--- config.mk ---
export PLATFORM = sky130hd
export DESIGN_NAME = fss_core
export DESIGN_NICKNAME = d
export VERILOG_FILES = /design/src/rtl/fss_pkg.sv /design/src/rtl/fss_core.sv
export VERILOG_INCLUDE_DIRS = /design/src /design/src/rtl
export SDC_FILE = /design/constraint.sdc
export NUM_CORES = 1
export LEC_CHECK = 0
export BUFFER_PORTS_ARGS = -buffer_cell sky130_fd_sc_hd__buf_2
export CORE_UTILIZATION = 28
export DETAILED_ROUTE_END_ITERATION = 16
export PLACE_DENSITY = 0.51
export SKIP_LAST_GASP = 1
export SLEW_MARGIN = 20
export SYNTH_ARGS = -nofsm -noshare
export SYNTH_HDL_FRONTEND = slang
export SYNTH_SLANG_ARGS = --single-unit
--- constraint.sdc ---
create_clock -name clk -period 7.1 [get_ports clk]
set_input_delay 0.71 -clock clk [delete_from_list [all_inputs] [get_ports clk]]
set_output_delay 0.71 -clock clk [all_outputs]
set_load 0.03 [all_outputs]
--- src/rtl/fss_map.svh ---
// Purpose: Register map, field positions and timing figures of the scan/seek/sense block
// Assumes: 32-bit register port with byte addresses, 25 MHz clock
// Notes: Included by the block and its package users; definitions only
`ifndef FSS_MAP_SVH
`define FSS_MAP_SVH

// Register byte addresses
`define FSS_REG_CMD 8'h00
`define FSS_REG_SPEC 8'h04
`define FSS_REG_SCANP 8'h08
`define FSS_REG_TARGET 8'h0C
`define FSS_REG_HOSTB 8'h10
`define FSS_REG_STATUS 8'h14
`define FSS_REG_SCANRES 8'h18
`define FSS_REG_SENSE 8'h1C

// Command register fields
`define FSS_CMD_OP 2:0
`define FSS_CMD_DRV 5:4
`define FSS_CMD_HEAD 6
`define FSS_OP_SCAN_EQ 3'h1
`define FSS_OP_SCAN_LE 3'h2
`define FSS_OP_SCAN_GE 3'h3
`define FSS_OP_SEEK 3'h4
`define FSS_OP_RECAL 3'h5
`define FSS_OP_SENSE 3'h6

// Specify register fields
`define FSS_SPEC_SRT 3:0
`define FSS_SPEC_DD 8

// Scan parameter register fields
`define FSS_SCANP_START 7:0
`define FSS_SCANP_LAST 15:8
`define FSS_SCANP_STEP 23:16
`define FSS_SCANP_SKIP 24

// Target register field
`define FSS_TARGET_CYL 7:0

// Status register bit positions
`define FSS_ST0_SE 5
`define FSS_ST0_EC 4
`define FSS_ST0_NR 3
`define FSS_ST0_HD 2
`define FSS_ST0_IC 7:6
`define FSS_ST1_EN 7
`define FSS_ST1_OR 4
`define FSS_ST2_CM 6
`define FSS_ST2_SH 3
`define FSS_ST2_SN 2

// Interrupt codes
`define FSS_IC_NORMAL 2'h0
`define FSS_IC_ABNORMAL 2'h1
`define FSS_IC_INVALID 2'h2
`define FSS_IC_READY 2'h3

// Reset values
`define FSS_SPEC_RST 32'h0000_0000
`define FSS_SCANP_RST 32'h0000_0101
`define FSS_BYTE_ZERO 8'h00
`define FSS_WORD_ZERO 32'h0000_0000

// Timing figures
`define FSS_CLK_NS 40
`define FSS_FM_LIMIT_NS 27000
`define FSS_MFM_LIMIT_NS 13000
`define FSS_MS_NS 1000000
`define FSS_SRT_SPAN 5'h10
`define FSS_RECAL_MAX_STEPS 7'h4D

`endif

--- src/rtl/fss_pkg.sv ---
// Purpose: Types shared by the scan/seek/sense block
// Assumes: Nothing beyond the map header
// Notes: Disk-side stream travels as one packed struct
package fss_pkg;

	// One cycle of the disk data separator
	typedef struct packed {
		logic sector_begin;
		logic deleted;
		logic [7:0] sector_id;
		logic byte_valid;
		logic [7:0] data;
		logic sector_end;
		logic index;
	} fss_disk_t;

	typedef enum logic [1:0] {
		FSS_SC_IDLE,
		FSS_SC_HUNT,
		FSS_SC_DATA,
		FSS_SC_SKIP
	} fss_scan_state_t;

	typedef enum logic [1:0] {
		FSS_DRV_IDLE,
		FSS_DRV_SEEK,
		FSS_DRV_RECAL
	} fss_drv_state_t;

endpackage

--- src/rtl/fss_core.sv ---
// Purpose: Scan, seek, recalibrate and sense-interrupt execution of a disk controller
// Assumes: Disk stream and drive lines synchronous to clk; ce freezes all state
// Notes: Seeks run per drive in parallel; scan owns the busy indication
`timescale 1ns/10ps
`include "fss_map.svh"

module fss_core #(
	parameter int DRIVES = 4,
	parameter int STEP_UNIT_CYCLES = `FSS_MS_NS / `FSS_CLK_NS
) (
	input wire logic clk,
	input wire logic sys_rst,
	input wire logic ce,
	input wire logic [7:0] reg_addr,
	input wire logic [31:0] reg_wdata,
	input wire logic reg_wr,
	input wire logic reg_rd,
	output logic [31:0] reg_rdata,
	input wire fss_pkg::fss_disk_t disk_in,
	input wire logic terminal_count,
	output logic scan_data_req,
	input wire logic [DRIVES-1:0] drive_ready,
	input wire logic [DRIVES-1:0] drive_track0,
	output logic [DRIVES-1:0] drive_step,
	output logic [DRIVES-1:0] drive_dir,
	output logic ctrl_busy,
	output logic ctrl_int
);

	// Host byte deadlines in cycles, rounded down
	localparam logic [9:0] FM_LIMIT = 10'(`FSS_FM_LIMIT_NS / `FSS_CLK_NS);
	localparam logic [9:0] MFM_LIMIT = 10'(`FSS_MFM_LIMIT_NS / `FSS_CLK_NS);

	// Step interval in cycles from the interval field
	function automatic logic [23:0] fss_step_cycles(input logic [3:0] step_interval_field);
		logic [4:0] ms;
		ms = `FSS_SRT_SPAN - {1'b0, step_interval_field};
		fss_step_cycles = 24'(ms * STEP_UNIT_CYCLES);
	endfunction

	// Unsigned byte comparison for the three scan kinds
	function automatic logic fss_cond(input logic [2:0] op, input logic [7:0] d, input logic [7:0] h);
		case (op)
			`FSS_OP_SCAN_LE: fss_cond = (d <= h);
			`FSS_OP_SCAN_GE: fss_cond = (d >= h);
			default: fss_cond = (d == h);
		endcase
	endfunction

	logic [31:0] spec;
	logic [31:0] scanp;
	logic [7:0] target_reg;
	logic [2:0] scan_op;
	logic [1:0] scan_drv;
	logic scan_head;
	fss_pkg::fss_scan_state_t scan_state;
	logic [7:0] cur_sector;
	logic [7:0] host_byte;
	logic host_valid;
	logic [9:0] req_timer;
	logic sec_all_cond;
	logic sec_all_eq;
	logic tc_seen;
	logic idx_seen;
	logic last_forced;
	logic cm_seen;
	logic [31:0] scan_res;
	logic scan_int;
	logic [7:0] sense_res_st0;
	logic [7:0] sense_res_pcn;
	fss_pkg::fss_drv_state_t drv_state [DRIVES];
	logic [7:0] present_cylinder [DRIVES];
	logic [7:0] target_cylinder [DRIVES];
	logic [23:0] step_timer [DRIVES];
	logic [6:0] step_count [DRIVES];
	logic [DRIVES-1:0] drv_head;
	logic [DRIVES-1:0] pend;
	logic [DRIVES-1:0] pend_seek;
	logic [7:0] pend_st0 [DRIVES];
	logic [DRIVES-1:0] rdy_q;

	// Command decode
	logic cmd_wr;
	logic [2:0] cmd_op;
	logic [1:0] cmd_drv;
	logic need_sense;
	logic scan_busy;
	logic op_is_scan;
	logic cmd_invalid;
	logic start_scan;
	logic sense_cmd;
	logic byte_take;
	logic req_late;
	logic [9:0] req_limit;
	logic [23:0] step_limit;
	logic sel_found;
	logic [1:0] sel_idx;

	assign cmd_wr = ce && reg_wr && (reg_addr == `FSS_REG_CMD);
	assign cmd_op = reg_wdata[`FSS_CMD_OP];
	assign cmd_drv = reg_wdata[`FSS_CMD_DRV];
	assign need_sense = |pend_seek;
	assign scan_busy = (scan_state != fss_pkg::FSS_SC_IDLE);
	assign op_is_scan = (cmd_op == `FSS_OP_SCAN_EQ) || (cmd_op == `FSS_OP_SCAN_LE) || (cmd_op == `FSS_OP_SCAN_GE);
	// Pending seek interrupt demands sense first; unknown ops and a scan on a scan are invalid
	assign cmd_invalid = cmd_wr && ((need_sense && cmd_op != `FSS_OP_SENSE)
		|| (op_is_scan && scan_busy) || !(op_is_scan || cmd_op == `FSS_OP_SEEK
		|| cmd_op == `FSS_OP_RECAL || cmd_op == `FSS_OP_SENSE));
	assign start_scan = cmd_wr && !cmd_invalid && op_is_scan;
	assign sense_cmd = cmd_wr && !cmd_invalid && (cmd_op == `FSS_OP_SENSE);
	assign ctrl_busy = scan_busy;
	assign ctrl_int = scan_int || (|pend);
	assign step_limit = fss_step_cycles(spec[`FSS_SPEC_SRT]);

	// Host byte handshake and deadline
	assign scan_data_req = (scan_state == fss_pkg::FSS_SC_DATA) && !host_valid;
	assign byte_take = ce && (scan_state == fss_pkg::FSS_SC_DATA) && disk_in.byte_valid && host_valid;
	assign req_limit = spec[`FSS_SPEC_DD] ? MFM_LIMIT : FM_LIMIT;
	assign req_late = (scan_state == fss_pkg::FSS_SC_DATA) && !host_valid
		&& (disk_in.byte_valid || req_timer >= req_limit);

	// Lowest drive with a pending event is reported first
	always_comb begin
		sel_found = 1'b0;
		sel_idx = 2'h0;
		for (int i = DRIVES - 1; i >= 0; i--) begin
			if (pend[i]) begin
				sel_found = 1'b1;
				sel_idx = 2'(i);
			end
		end
	end

	// Configuration registers written by software
	always_ff @(posedge clk) begin
		if (sys_rst) begin
			spec <= `FSS_SPEC_RST;
			scanp <= `FSS_SCANP_RST;
			target_reg <= `FSS_BYTE_ZERO;
		end else if (ce && reg_wr) begin
			case (reg_addr)
				`FSS_REG_SPEC: spec <= reg_wdata;
				`FSS_REG_SCANP: scanp <= reg_wdata;
				`FSS_REG_TARGET: target_reg <= reg_wdata[`FSS_TARGET_CYL];
				default: ;
			endcase
		end
	end

	// Host comparison byte; a fresh write wins over consumption
	always_ff @(posedge clk) begin
		if (sys_rst) begin
			host_byte <= `FSS_BYTE_ZERO;
			host_valid <= 1'b0;
		end else if (ce) begin
			if (reg_wr && reg_addr == `FSS_REG_HOSTB) begin
				host_byte <= reg_wdata[7:0];
				host_valid <= 1'b1;
			end else if (byte_take || start_scan) begin
				host_valid <= 1'b0;
			end
		end
	end

	// Deadline counter while the byte request is open
	always_ff @(posedge clk) begin
		if (sys_rst) begin
			req_timer <= 10'h000;
		end else if (ce) begin
			if (scan_data_req) begin
				req_timer <= req_timer + 10'h001;
			end else begin
				req_timer <= 10'h000;
			end
		end
	end

	// Scan sequencer
	always_ff @(posedge clk) begin
		if (sys_rst) begin
			scan_state <= fss_pkg::FSS_SC_IDLE;
			scan_op <= 3'h0;
			scan_drv <= 2'h0;
			scan_head <= 1'b0;
			cur_sector <= `FSS_BYTE_ZERO;
			sec_all_cond <= 1'b1;
			sec_all_eq <= 1'b1;
			tc_seen <= 1'b0;
			idx_seen <= 1'b0;
			last_forced <= 1'b0;
			cm_seen <= 1'b0;
			scan_res <= `FSS_WORD_ZERO;
			scan_int <= 1'b0;
		end else if (ce) begin
			if (reg_rd && reg_addr == `FSS_REG_SCANRES) begin
				scan_int <= 1'b0;
			end
			if (terminal_count && scan_busy) begin
				tc_seen <= 1'b1;
			end
			case (scan_state)
				fss_pkg::FSS_SC_IDLE: begin
					if (start_scan) begin
						scan_state <= fss_pkg::FSS_SC_HUNT;
						scan_op <= cmd_op;
						scan_drv <= cmd_drv;
						scan_head <= reg_wdata[`FSS_CMD_HEAD];
						cur_sector <= scanp[`FSS_SCANP_START];
						tc_seen <= 1'b0;
						idx_seen <= 1'b0;
						cm_seen <= 1'b0;
						last_forced <= 1'b0;
					end
				end
				fss_pkg::FSS_SC_HUNT: begin
					if (tc_seen || terminal_count) begin
						// No byte in flight, so stop at once with nothing matched
						scan_res <= {`FSS_IC_NORMAL, 1'b0, 1'b0, 1'b0, scan_head, scan_drv, 8'h00,
							1'b0, cm_seen, 6'h00, cur_sector};
						scan_int <= 1'b1;
						scan_state <= fss_pkg::FSS_SC_IDLE;
					end else if (disk_in.index && idx_seen) begin
						// Second index without the wanted sector: last sector never read
						scan_res <= {`FSS_IC_ABNORMAL, 1'b0, 1'b0, 1'b0, scan_head, scan_drv,
							8'h80, 1'b0, cm_seen, 6'h00, cur_sector};
						scan_int <= 1'b1;
						scan_state <= fss_pkg::FSS_SC_IDLE;
					end else if (disk_in.sector_begin && disk_in.sector_id == cur_sector) begin
						sec_all_cond <= 1'b1;
						sec_all_eq <= 1'b1;
						if (disk_in.deleted) begin
							cm_seen <= 1'b1;
							if (scanp[`FSS_SCANP_SKIP]) begin
								scan_state <= fss_pkg::FSS_SC_SKIP;
							end else begin
								last_forced <= 1'b1;
								scan_state <= fss_pkg::FSS_SC_DATA;
							end
						end else begin
							scan_state <= fss_pkg::FSS_SC_DATA;
						end
					end else if (disk_in.index) begin
						idx_seen <= 1'b1;
					end
				end
				fss_pkg::FSS_SC_SKIP: begin
					if (disk_in.sector_end) begin
						if (cur_sector == scanp[`FSS_SCANP_LAST]) begin
							scan_res <= {`FSS_IC_NORMAL, 1'b0, 1'b0, 1'b0, scan_head, scan_drv, 8'h00,
								1'b0, 1'b1, 6'h01 << `FSS_ST2_SN, cur_sector};
							scan_int <= 1'b1;
							scan_state <= fss_pkg::FSS_SC_IDLE;
						end else begin
							cur_sector <= cur_sector + scanp[`FSS_SCANP_STEP];
							idx_seen <= 1'b0;
							scan_state <= fss_pkg::FSS_SC_HUNT;
						end
					end
				end
				fss_pkg::FSS_SC_DATA: begin
					if (req_late) begin
						scan_res <= {`FSS_IC_ABNORMAL, 1'b0, 1'b0, 1'b0, scan_head, scan_drv,
							8'h01 << `FSS_ST1_OR, 1'b0, cm_seen, 6'h00, cur_sector};
						scan_int <= 1'b1;
						scan_state <= fss_pkg::FSS_SC_IDLE;
					end else if (tc_seen) begin
						// Byte taken last cycle is already folded in; report what stands
						scan_res <= {`FSS_IC_NORMAL, 1'b0, 1'b0, 1'b0, scan_head, scan_drv, 8'h00,
							1'b0, cm_seen, 2'b00, sec_all_eq && sec_all_cond, 3'b000, cur_sector};
						scan_int <= 1'b1;
						scan_state <= fss_pkg::FSS_SC_IDLE;
					end else if (byte_take) begin
						if (!fss_cond(scan_op, disk_in.data, host_byte)) begin
							sec_all_cond <= 1'b0;
						end
						if (disk_in.data != host_byte) begin
							sec_all_eq <= 1'b0;
						end
					end else if (disk_in.sector_end) begin
						if (sec_all_cond) begin
							// Equal gives hit; strict inequality gives neither flag
							scan_res <= {`FSS_IC_NORMAL, 1'b0, 1'b0, 1'b0, scan_head, scan_drv, 8'h00,
								1'b0, cm_seen, 2'b00, sec_all_eq, 3'b000, cur_sector};
							scan_int <= 1'b1;
							scan_state <= fss_pkg::FSS_SC_IDLE;
						end else if (last_forced || cur_sector == scanp[`FSS_SCANP_LAST]) begin
							scan_res <= {`FSS_IC_NORMAL, 1'b0, 1'b0, 1'b0, scan_head, scan_drv, 8'h00,
								1'b0, cm_seen, 6'h01 << `FSS_ST2_SN, cur_sector};
							scan_int <= 1'b1;
							scan_state <= fss_pkg::FSS_SC_IDLE;
						end else begin
							cur_sector <= cur_sector + scanp[`FSS_SCANP_STEP];
							idx_seen <= 1'b0;
							scan_state <= fss_pkg::FSS_SC_HUNT;
						end
					end else if (disk_in.index) begin
						scan_res <= {`FSS_IC_ABNORMAL, 1'b0, 1'b0, 1'b0, scan_head, scan_drv,
							8'h80, 1'b0, cm_seen, 6'h00, cur_sector};
						scan_int <= 1'b1;
						scan_state <= fss_pkg::FSS_SC_IDLE;
					end
				end
				default: scan_state <= fss_pkg::FSS_SC_IDLE;
			endcase
			if (scan_busy && (terminal_count || tc_seen) && scan_state == fss_pkg::FSS_SC_SKIP) begin
				scan_state <= fss_pkg::FSS_SC_IDLE;
				scan_int <= 1'b1;
				scan_res <= {`FSS_IC_NORMAL, 1'b0, 1'b0, 1'b0, scan_head, scan_drv, 8'h00,
					1'b0, 1'b1, 6'h00, cur_sector};
			end
		end
	end

	// Per-drive seek and recalibrate engines, pending events and sense
	always_ff @(posedge clk) begin
		if (sys_rst) begin
			for (int i = 0; i < DRIVES; i++) begin
				drv_state[i] <= fss_pkg::FSS_DRV_IDLE;
				present_cylinder[i] <= `FSS_BYTE_ZERO;
				target_cylinder[i] <= `FSS_BYTE_ZERO;
				step_timer[i] <= 24'h000000;
				step_count[i] <= 7'h00;
				pend_st0[i] <= `FSS_BYTE_ZERO;
			end
			drv_head <= '0;
			pend <= '0;
			pend_seek <= '0;
			rdy_q <= '0;
			drive_step <= '0;
			drive_dir <= '0;
			sense_res_st0 <= `FSS_BYTE_ZERO;
			sense_res_pcn <= `FSS_BYTE_ZERO;
		end else if (ce) begin
			rdy_q <= drive_ready;
			drive_step <= '0;
			// Sense takes the lowest pending drive; an event below still sets it again
			if (sense_cmd && sel_found) begin
				sense_res_st0 <= pend_st0[sel_idx];
				sense_res_pcn <= present_cylinder[sel_idx];
				pend[sel_idx] <= 1'b0;
				pend_seek[sel_idx] <= 1'b0;
			end else if (cmd_invalid || (sense_cmd && !sel_found)) begin
				sense_res_st0 <= {`FSS_IC_INVALID, 6'h00};
				sense_res_pcn <= `FSS_BYTE_ZERO;
			end
			for (int i = 0; i < DRIVES; i++) begin
				case (drv_state[i])
					fss_pkg::FSS_DRV_IDLE: begin
						if (rdy_q[i] != drive_ready[i]) begin
							pend[i] <= 1'b1;
							pend_st0[i] <= {`FSS_IC_READY, 3'b000, drv_head[i], 2'(i)};
						end
					end
					fss_pkg::FSS_DRV_SEEK: begin
						if (!drive_ready[i]) begin
							drv_state[i] <= fss_pkg::FSS_DRV_IDLE;
							pend[i] <= 1'b1;
							pend_seek[i] <= 1'b1;
							pend_st0[i] <= {`FSS_IC_ABNORMAL, 3'b101, drv_head[i], 2'(i)};
						end else if (present_cylinder[i] == target_cylinder[i]) begin
							drv_state[i] <= fss_pkg::FSS_DRV_IDLE;
							pend[i] <= 1'b1;
							pend_seek[i] <= 1'b1;
							pend_st0[i] <= {`FSS_IC_NORMAL, 3'b100, drv_head[i], 2'(i)};
						end else if (step_timer[i] >= step_limit) begin
							step_timer[i] <= 24'h000000;
							drive_step[i] <= 1'b1;
							if (present_cylinder[i] < target_cylinder[i]) begin
								drive_dir[i] <= 1'b1;
								present_cylinder[i] <= present_cylinder[i] + 8'h01;
							end else begin
								drive_dir[i] <= 1'b0;
								present_cylinder[i] <= present_cylinder[i] - 8'h01;
							end
						end else begin
							// Direction settles while waiting, so it moves with a step pulse only when a recalibrate starts in that cycle
							drive_dir[i] <= present_cylinder[i] < target_cylinder[i];
							step_timer[i] <= step_timer[i] + 24'h000001;
						end
					end
					fss_pkg::FSS_DRV_RECAL: begin
						if (!drive_ready[i]) begin
							drv_state[i] <= fss_pkg::FSS_DRV_IDLE;
							pend[i] <= 1'b1;
							pend_seek[i] <= 1'b1;
							pend_st0[i] <= {`FSS_IC_ABNORMAL, 3'b101, drv_head[i], 2'(i)};
						end else if (drive_track0[i]) begin
							drv_state[i] <= fss_pkg::FSS_DRV_IDLE;
							pend[i] <= 1'b1;
							pend_seek[i] <= 1'b1;
							pend_st0[i] <= {`FSS_IC_NORMAL, 3'b100, drv_head[i], 2'(i)};
						end else if (step_count[i] == `FSS_RECAL_MAX_STEPS) begin
							drv_state[i] <= fss_pkg::FSS_DRV_IDLE;
							pend[i] <= 1'b1;
							pend_seek[i] <= 1'b1;
							pend_st0[i] <= {`FSS_IC_ABNORMAL, 3'b110, drv_head[i], 2'(i)};
						end else if (step_timer[i] >= step_limit) begin
							step_timer[i] <= 24'h000000;
							drive_step[i] <= 1'b1;
							step_count[i] <= step_count[i] + 7'h01;
						end else begin
							step_timer[i] <= step_timer[i] + 24'h000001;
						end
					end
					default: drv_state[i] <= fss_pkg::FSS_DRV_IDLE;
				endcase
				// Starting a seek or recalibrate on this drive overrides its engine
				if (cmd_wr && !cmd_invalid && cmd_drv == 2'(i)
					&& (cmd_op == `FSS_OP_SEEK || cmd_op == `FSS_OP_RECAL)) begin
					drv_head[i] <= reg_wdata[`FSS_CMD_HEAD];
					step_timer[i] <= 24'h000000;
					step_count[i] <= 7'h00;
					if (cmd_op == `FSS_OP_SEEK) begin
						target_cylinder[i] <= target_reg;
						drv_state[i] <= fss_pkg::FSS_DRV_SEEK;
					end else begin
						present_cylinder[i] <= `FSS_BYTE_ZERO;
						target_cylinder[i] <= `FSS_BYTE_ZERO;
						drive_dir[i] <= 1'b1;
						drv_state[i] <= fss_pkg::FSS_DRV_RECAL;
					end
				end
			end
		end
	end

	// Register read port, data one cycle after the strobe
	always_ff @(posedge clk) begin
		if (sys_rst) begin
			reg_rdata <= `FSS_WORD_ZERO;
		end else if (ce) begin
			reg_rdata <= `FSS_WORD_ZERO;
			if (reg_rd) begin
				case (reg_addr)
					`FSS_REG_SPEC: reg_rdata <= spec;
					`FSS_REG_SCANP: reg_rdata <= scanp;
					`FSS_REG_TARGET: reg_rdata <= {24'h000000, target_reg};
					`FSS_REG_HOSTB: reg_rdata <= {23'h000000, host_valid, host_byte};
					`FSS_REG_STATUS: reg_rdata <= {20'h00000, 4'(pend_seek), 4'(pend),
						need_sense, scan_data_req, scan_int, scan_busy};
					`FSS_REG_SCANRES: reg_rdata <= scan_res;
					`FSS_REG_SENSE: reg_rdata <= {16'h0000, sense_res_pcn, sense_res_st0};
					default: reg_rdata <= `FSS_WORD_ZERO;
				endcase
			end
		end
	end

endmodule

# Yosys cells after proc, flatten, opt, wreduce, memory -nomap -nowiden
# Memory sizes are Yosys's and may differ from the RTL's.
# Index checks and enable logic that the tools add are counted.
classes:
  shift: 0
  n_addsub: 19
  n_lt_le_gt_ge: 13
  div: 0
  n_mul: 1
  muxes: 684
  eq_ne: 73
  bitwise: 107
  reduce_logical: 89
op_table:
  columns: ["cell", "count"]
  rows:
  - ["1-bit 2-to-1 mux", 510]
  - ["24-bit 2-to-1 mux", 20]
  - ["8-bit 2-to-1 mux", 57]
  - ["32-bit 2-to-1 mux", 13]
  - ["32-bit one-hot mux with 7 select lines", 1]
  - ["1-bit bitwise OR", 104]
  - ["24-bit by 1-bit adder with 24-bit output, second input constant", 4]
  - ["24-bit by 20-bit >= comparator with 1-bit output", 4]
  - ["2-bit 2-to-1 mux", 48]
  - ["32-bit one-hot mux with 3 select lines", 1]
  - ["8-bit equality test", 7]
  - ["7-bit 2-to-1 mux", 8]
  - ["2-bit != test, second input constant", 18]
  - ["8-bit by 1-bit adder with 8-bit output, second input constant", 4]
  - ["8-bit by 5-bit equality test with 1-bit output, second input constant", 4]
  - ["1-bit logical AND", 32]
  - ["8-bit less-than comparator", 4]
  - ["8-bit by 1-bit subtractor with 8-bit output, second input constant", 4]
  - ["7-bit by 1-bit adder with 7-bit output, second input constant", 4]
  - ["7-bit equality test, second input constant", 4]
  - ["1-bit one-hot mux with 2 select lines", 13]
  - ["8-bit one-hot mux with 3 select lines", 1]
  - ["10-bit 2-to-1 mux", 2]
  - ["2-bit AND reduction", 10]
  - ["49 further kinds", 109]
word_totals:
  reg_bits: 218
  rom_bits: 0
  word_cells: 1023
  n_memories: 6
  ram_bits: 228
  latch_bits: 0
  in_bits: 75
memory_table:
  columns: ["name", "depth", "width", "read_ports", "rd_clocked_by_memory_dff", "write_ports", "line_no", "rtl"]
  rows:
  - ["step_timer", 4, 24, 4, 0, 4, "fss_core.sv:74", "logic [23:0] step_timer [DRIVES];"]
  - ["pend_st0", 4, 8, 1, 0, 4, "fss_core.sv:79", "logic [7:0] pend_st0 [DRIVES];"]
  - ["present_cylinder", 4, 8, 5, 0, 4, "fss_core.sv:72", "logic [7:0] present_cylinder [DRIVES];"]
  - ["target_cylinder", 4, 8, 4, 0, 4, "fss_core.sv:73", "logic [7:0] target_cylinder [DRIVES];"]
  - ["step_count", 4, 7, 4, 0, 4, "fss_core.sv:75", "logic [6:0] step_count [DRIVES];"]
  - ["drv_state", 4, 2, 4, 0, 4, "fss_core.sv:71", "fss_pkg::fss_drv_state_t drv_state [DRIVES];"]

# Longest topological paths before layout
logic_depth:
  depth_word: 19
  depth_mapped: 31

# Worst setup path before layout
# Ideal clock, no wire load.
synth_path:
  kind: "flip-flop to flip-flop"
  from: "register spec[0]"
  to: "memory present_cylinder[1][7], data pin"
  required_time_ns: 6.825
  arrival_time_ns: 6.740
  path_slack_ns: 0.085
  setup_ns: 0.275
  synth_period_minus_slack_ns: 7.015
  stages_incl_launch_ff: 31
  path_buffers: 1
  cell_sequence: "dfxtp_1 > clkbuf_1 > inv_1 > ha_1 > xnor2_1 > ha_1 > xor2_1 > ha_1 > ha_1 > ha_1 > a211oi_1 > nor4b_2 > nor3_1 > xor2_1 > ha_1 > o21ai_0 > o21bai_1 > a31oi_1 > nand3b_1 > maj3_1 > a311o_1 > nand4_1 > inv_1 > ha_1 > a21o_1 > a21o_1 > a21o_1 > a21oi_1 > o21ai_0 > xnor2_1 > nor3_1"
synth_rtl:
  columns: ["item", "line_no", "rtl"]
  rows:
  - ["start, declared", "fss_core.sv:50", "logic [31:0] spec;"]
  - ["start signal, assigned", "fss_core.sv:137", "spec <= `FSS_SPEC_RST;"]
  - ["start signal, assigned", "fss_core.sv:142", "`FSS_REG_SPEC: spec <= reg_wdata;"]
  - ["end, declared", "fss_core.sv:72", null]

==> impl_metrics.toml <==
[run_status]
status = "complete, no violations"

[floorplanning]
dieArea_sq_um = 87180
rows = 107
die_x_um = 295.3
die_height_um = 295.3
num_io_pins = 118
core-area_sq_um = 85150
initial_core_util_pct = 28.28

[clock_network]
clkSinkCount = 426
tritoncts = "built"
cts.clk_slew.worst_paths_ns = 0.06
clock_latency_ns = 0.63
h-tree-depth = 2
cts_hold_buf = 0
root_buffer = "clkbuf_16"
clk_path_buf_depth = 3
cts_buffers = 52

[worst_setup_path]
critPathRequiredTime_ns = 7.44
worstSetupStartpoint = "spec[0]"
worstRegToRegCells = 29
r2r_end = "present_cylinder[1][7]"
r2r_start = "spec[0]"
slowest_delay_ns = 0.41
critPathMaxFanout = 6
cpMostUsedCell = "ha_1"
cp-start-kind = "flip-flop"
ff2ff_setup_slack_ns = 0.41
cp-endpoint = "present_cylinder[1][7]"
critPathCaptureType = "flip-flop"
critPathSlowestCell = "dfxtp_1"
critPathArrivalTime_ns = 7.03
critPathKind = "flip-flop to flip-flop"

[routing]
viasPerCell = 4.958
firstDrtPassIters = 7
ant_nets = 0
wirelength_um = 73790
wl_per_cell_um = 18.84
drc = 0
drtIter0Drc = 1482
vias = 19420

[grt]
grt_pass1_vias = 18820
antenna_found_initial = 12
grt_pass1_wl_um = 113900
grt_use_total_pct = 16.91
grt_max_degree = 87
grt-ovfl-total = 0

[power]
switchingPower_uw = 1493
pwr-share-comb_pct = 7.1
pwr-share-seq_pct = 46.1
leakagePower_uw = 0.01072
p_int_uw = 4454
total_power_uw = 5947
clkPwrFrac_pct = 46.9
power_density_nw_per_um2 = 212.3
power_switching_share_pct = 25.10
ir_worst_vdd_mv = 0.1495

[cells_and_area]
nets = 3004
final_cell_mix = "nand2_1, nor2_1, edfxtp_1"
finalNonFillerCells = 3917
top_register = "step_timer"
largest_reg_flops = 96
syn_to_final_growth_pct = 16.32
final_common_cell = "nand2_1"
n_fill_cell = 8926
drive_above_1_share_pct = 10.36

[run]
maxCapViolCount = 0

[sta]
clock.fmax_ghz = 0.1495
finalSetupViolCount = 0
maxSlewHeadroom_pct = 30.18
worst_clock_skew_ns = 0.04584
period_share_pct = 94.18
worst_slew_pin_slew_ns = 1.047
timing.final.hold_violations = 0
maxSlewViolCount = 0
post-route-min-period_ns = 6.687

[synthesis]
syn_inst = 2602
synth_area_sq_um = 24080
syn_avg_cell_area_sq_um = 9.254
yosysSeqAreaShare_pct = 44.60
ys.flop_type = "edfxtp_1"
synthDistinctLibCells = 73
synthArstFlopShare_pct = 0
synth_edf_count = 221
ys_warn_count = 0
yosys_register_bits = 426

[placed_design]
io_buffers = 117
placedCellCount = 3813
hpwlAfterDp_um = 53460
gp_congestion = 0.8831

[hold_path]
hold_path_class = "input pin to flip-flop"
## per-stage QoR
stage	hold slack, ns	setup TNS [ns]	utilization, %	setup WS, ns	cell area [sq um]
after CTS	0.2942	0	32.77	0.09997	27910
after detailed placement	0.4368	0	30.66	0.1029	26100
after floorplan	0.4299	0	-	0.08471	24120
after global routing	0.3172	-0.1619	32.89	-0.06988	28000
after global placement	0.4365	0	30.66	0.1592	26100
final	0.3237	0	32.90	0.4131	28010
## kinds of logic (layout without fill, tap and decap cells)
kind of cell / after synthesis / in the layout / share of synthesized area [%]
simple gates: 1010 / 1010 / 19.48
compound gates: 526 / 526 / 13.90
flops: 426 / 426 / 44.60
buf+inv: 232 / 388 / 3.705
fa+ha+maj: 206 / 206 / 10.83
xor+xnor: 172 / 172 / 6.256
mux: 29 / 29 / 1.206
other cells: 1 / 16 / 0.01557
## cell usage after synthesis (40+ instances only)
cell / instances / share of area, %
a21o_1: 41 / 1.3
a21oi_1: 171 / 3.6
a22oi_1: 62 / 1.9
and2_1: 44 / 1.1
clkbuf_1: 97 / 1.5
dfxtp_1: 205 / 17
edfxtp_1: 221 / 28
ha_1: 198 / 10
inv_1: 124 / 1.9
nand2_1: 321 / 5.0
nand3_1: 77 / 1.6
nand4_1: 40 / 1.0
nor2_1: 298 / 4.6
nor3_1: 68 / 1.4
o21ai_0: 96 / 2.0
xnor2_1: 90 / 3.3
xor2_1: 82 / 3.0
## repair_timing
item	4_1_cts	5_1_grt
setup buffers	0	3
resized for setup	0	12
setup endpoints to repair	0	9
## area by class of cell
| cell class | count | area [sq um] | area share (%) |
|---|---|---|---|
| flip-flops and latches | 426 | 10740 | 38.35 |
| inverters | 126 | 473.0 | 1.689 |
| well taps | 1144 | 1431 | 5.110 |
| clock buffers | 77 | 1560 | 5.570 |
| multi-input cells | 1955 | 12600 | 44.99 |
| repair buffers | 165 | 952.2 | 3.399 |
| clock inverters | 20 | 241.5 | 0.8621 |
| diodes | 4 | 10.01 | 0.03574 |
## worst max-delay path, delay by kind of cell, from the launching register on
kind,cells,cell delay (ns)
fa+ha+maj,8,2.35
compound gates,10,2.02
simple gates,6,0.91
xor+xnor,3,0.58
flops,1,0.41
buf+inv,2,0.17
## worst min-delay path by stage
stage	slack, ns	start	to	cells after the start
global route	0.32	reg_wdata[21]	scanp[21]	3
global placement	0.44	reg_rdata[9]	reg_rdata[9]	2
floorplan	0.43	pend_st0[1][0]	pend_st0[1][0]	2
finish	0.32	reg_wdata[28]	spec[28]	3
CTS	0.29	reg_wdata[31]	scanp[31]	3
detailed placement	0.44	reg_rdata[0]	reg_rdata[0]	1
## power by group through the flow
stage / clock network (uW) / registers, uW / logic [uW]
after global placement: 0 / 2790 / 416
after floorplan: 0 / 2750 / 280
after detailed placement: 0 / 2790 / 416
after CTS: 2850 / 2740 / 419
final: 2790 / 2740 / 421
after global routing: 2950 / 2750 / 467
## metal layers
metal,track usage (%),routed length [um],share of wire (%)
met1,23.92,35070,48
met2,25.96,32250,44
met3,2.917,4451,6.0
met4,5.472,1975,2.7
met5,0,47,0.064
Power figures use the tool's default switching activity.
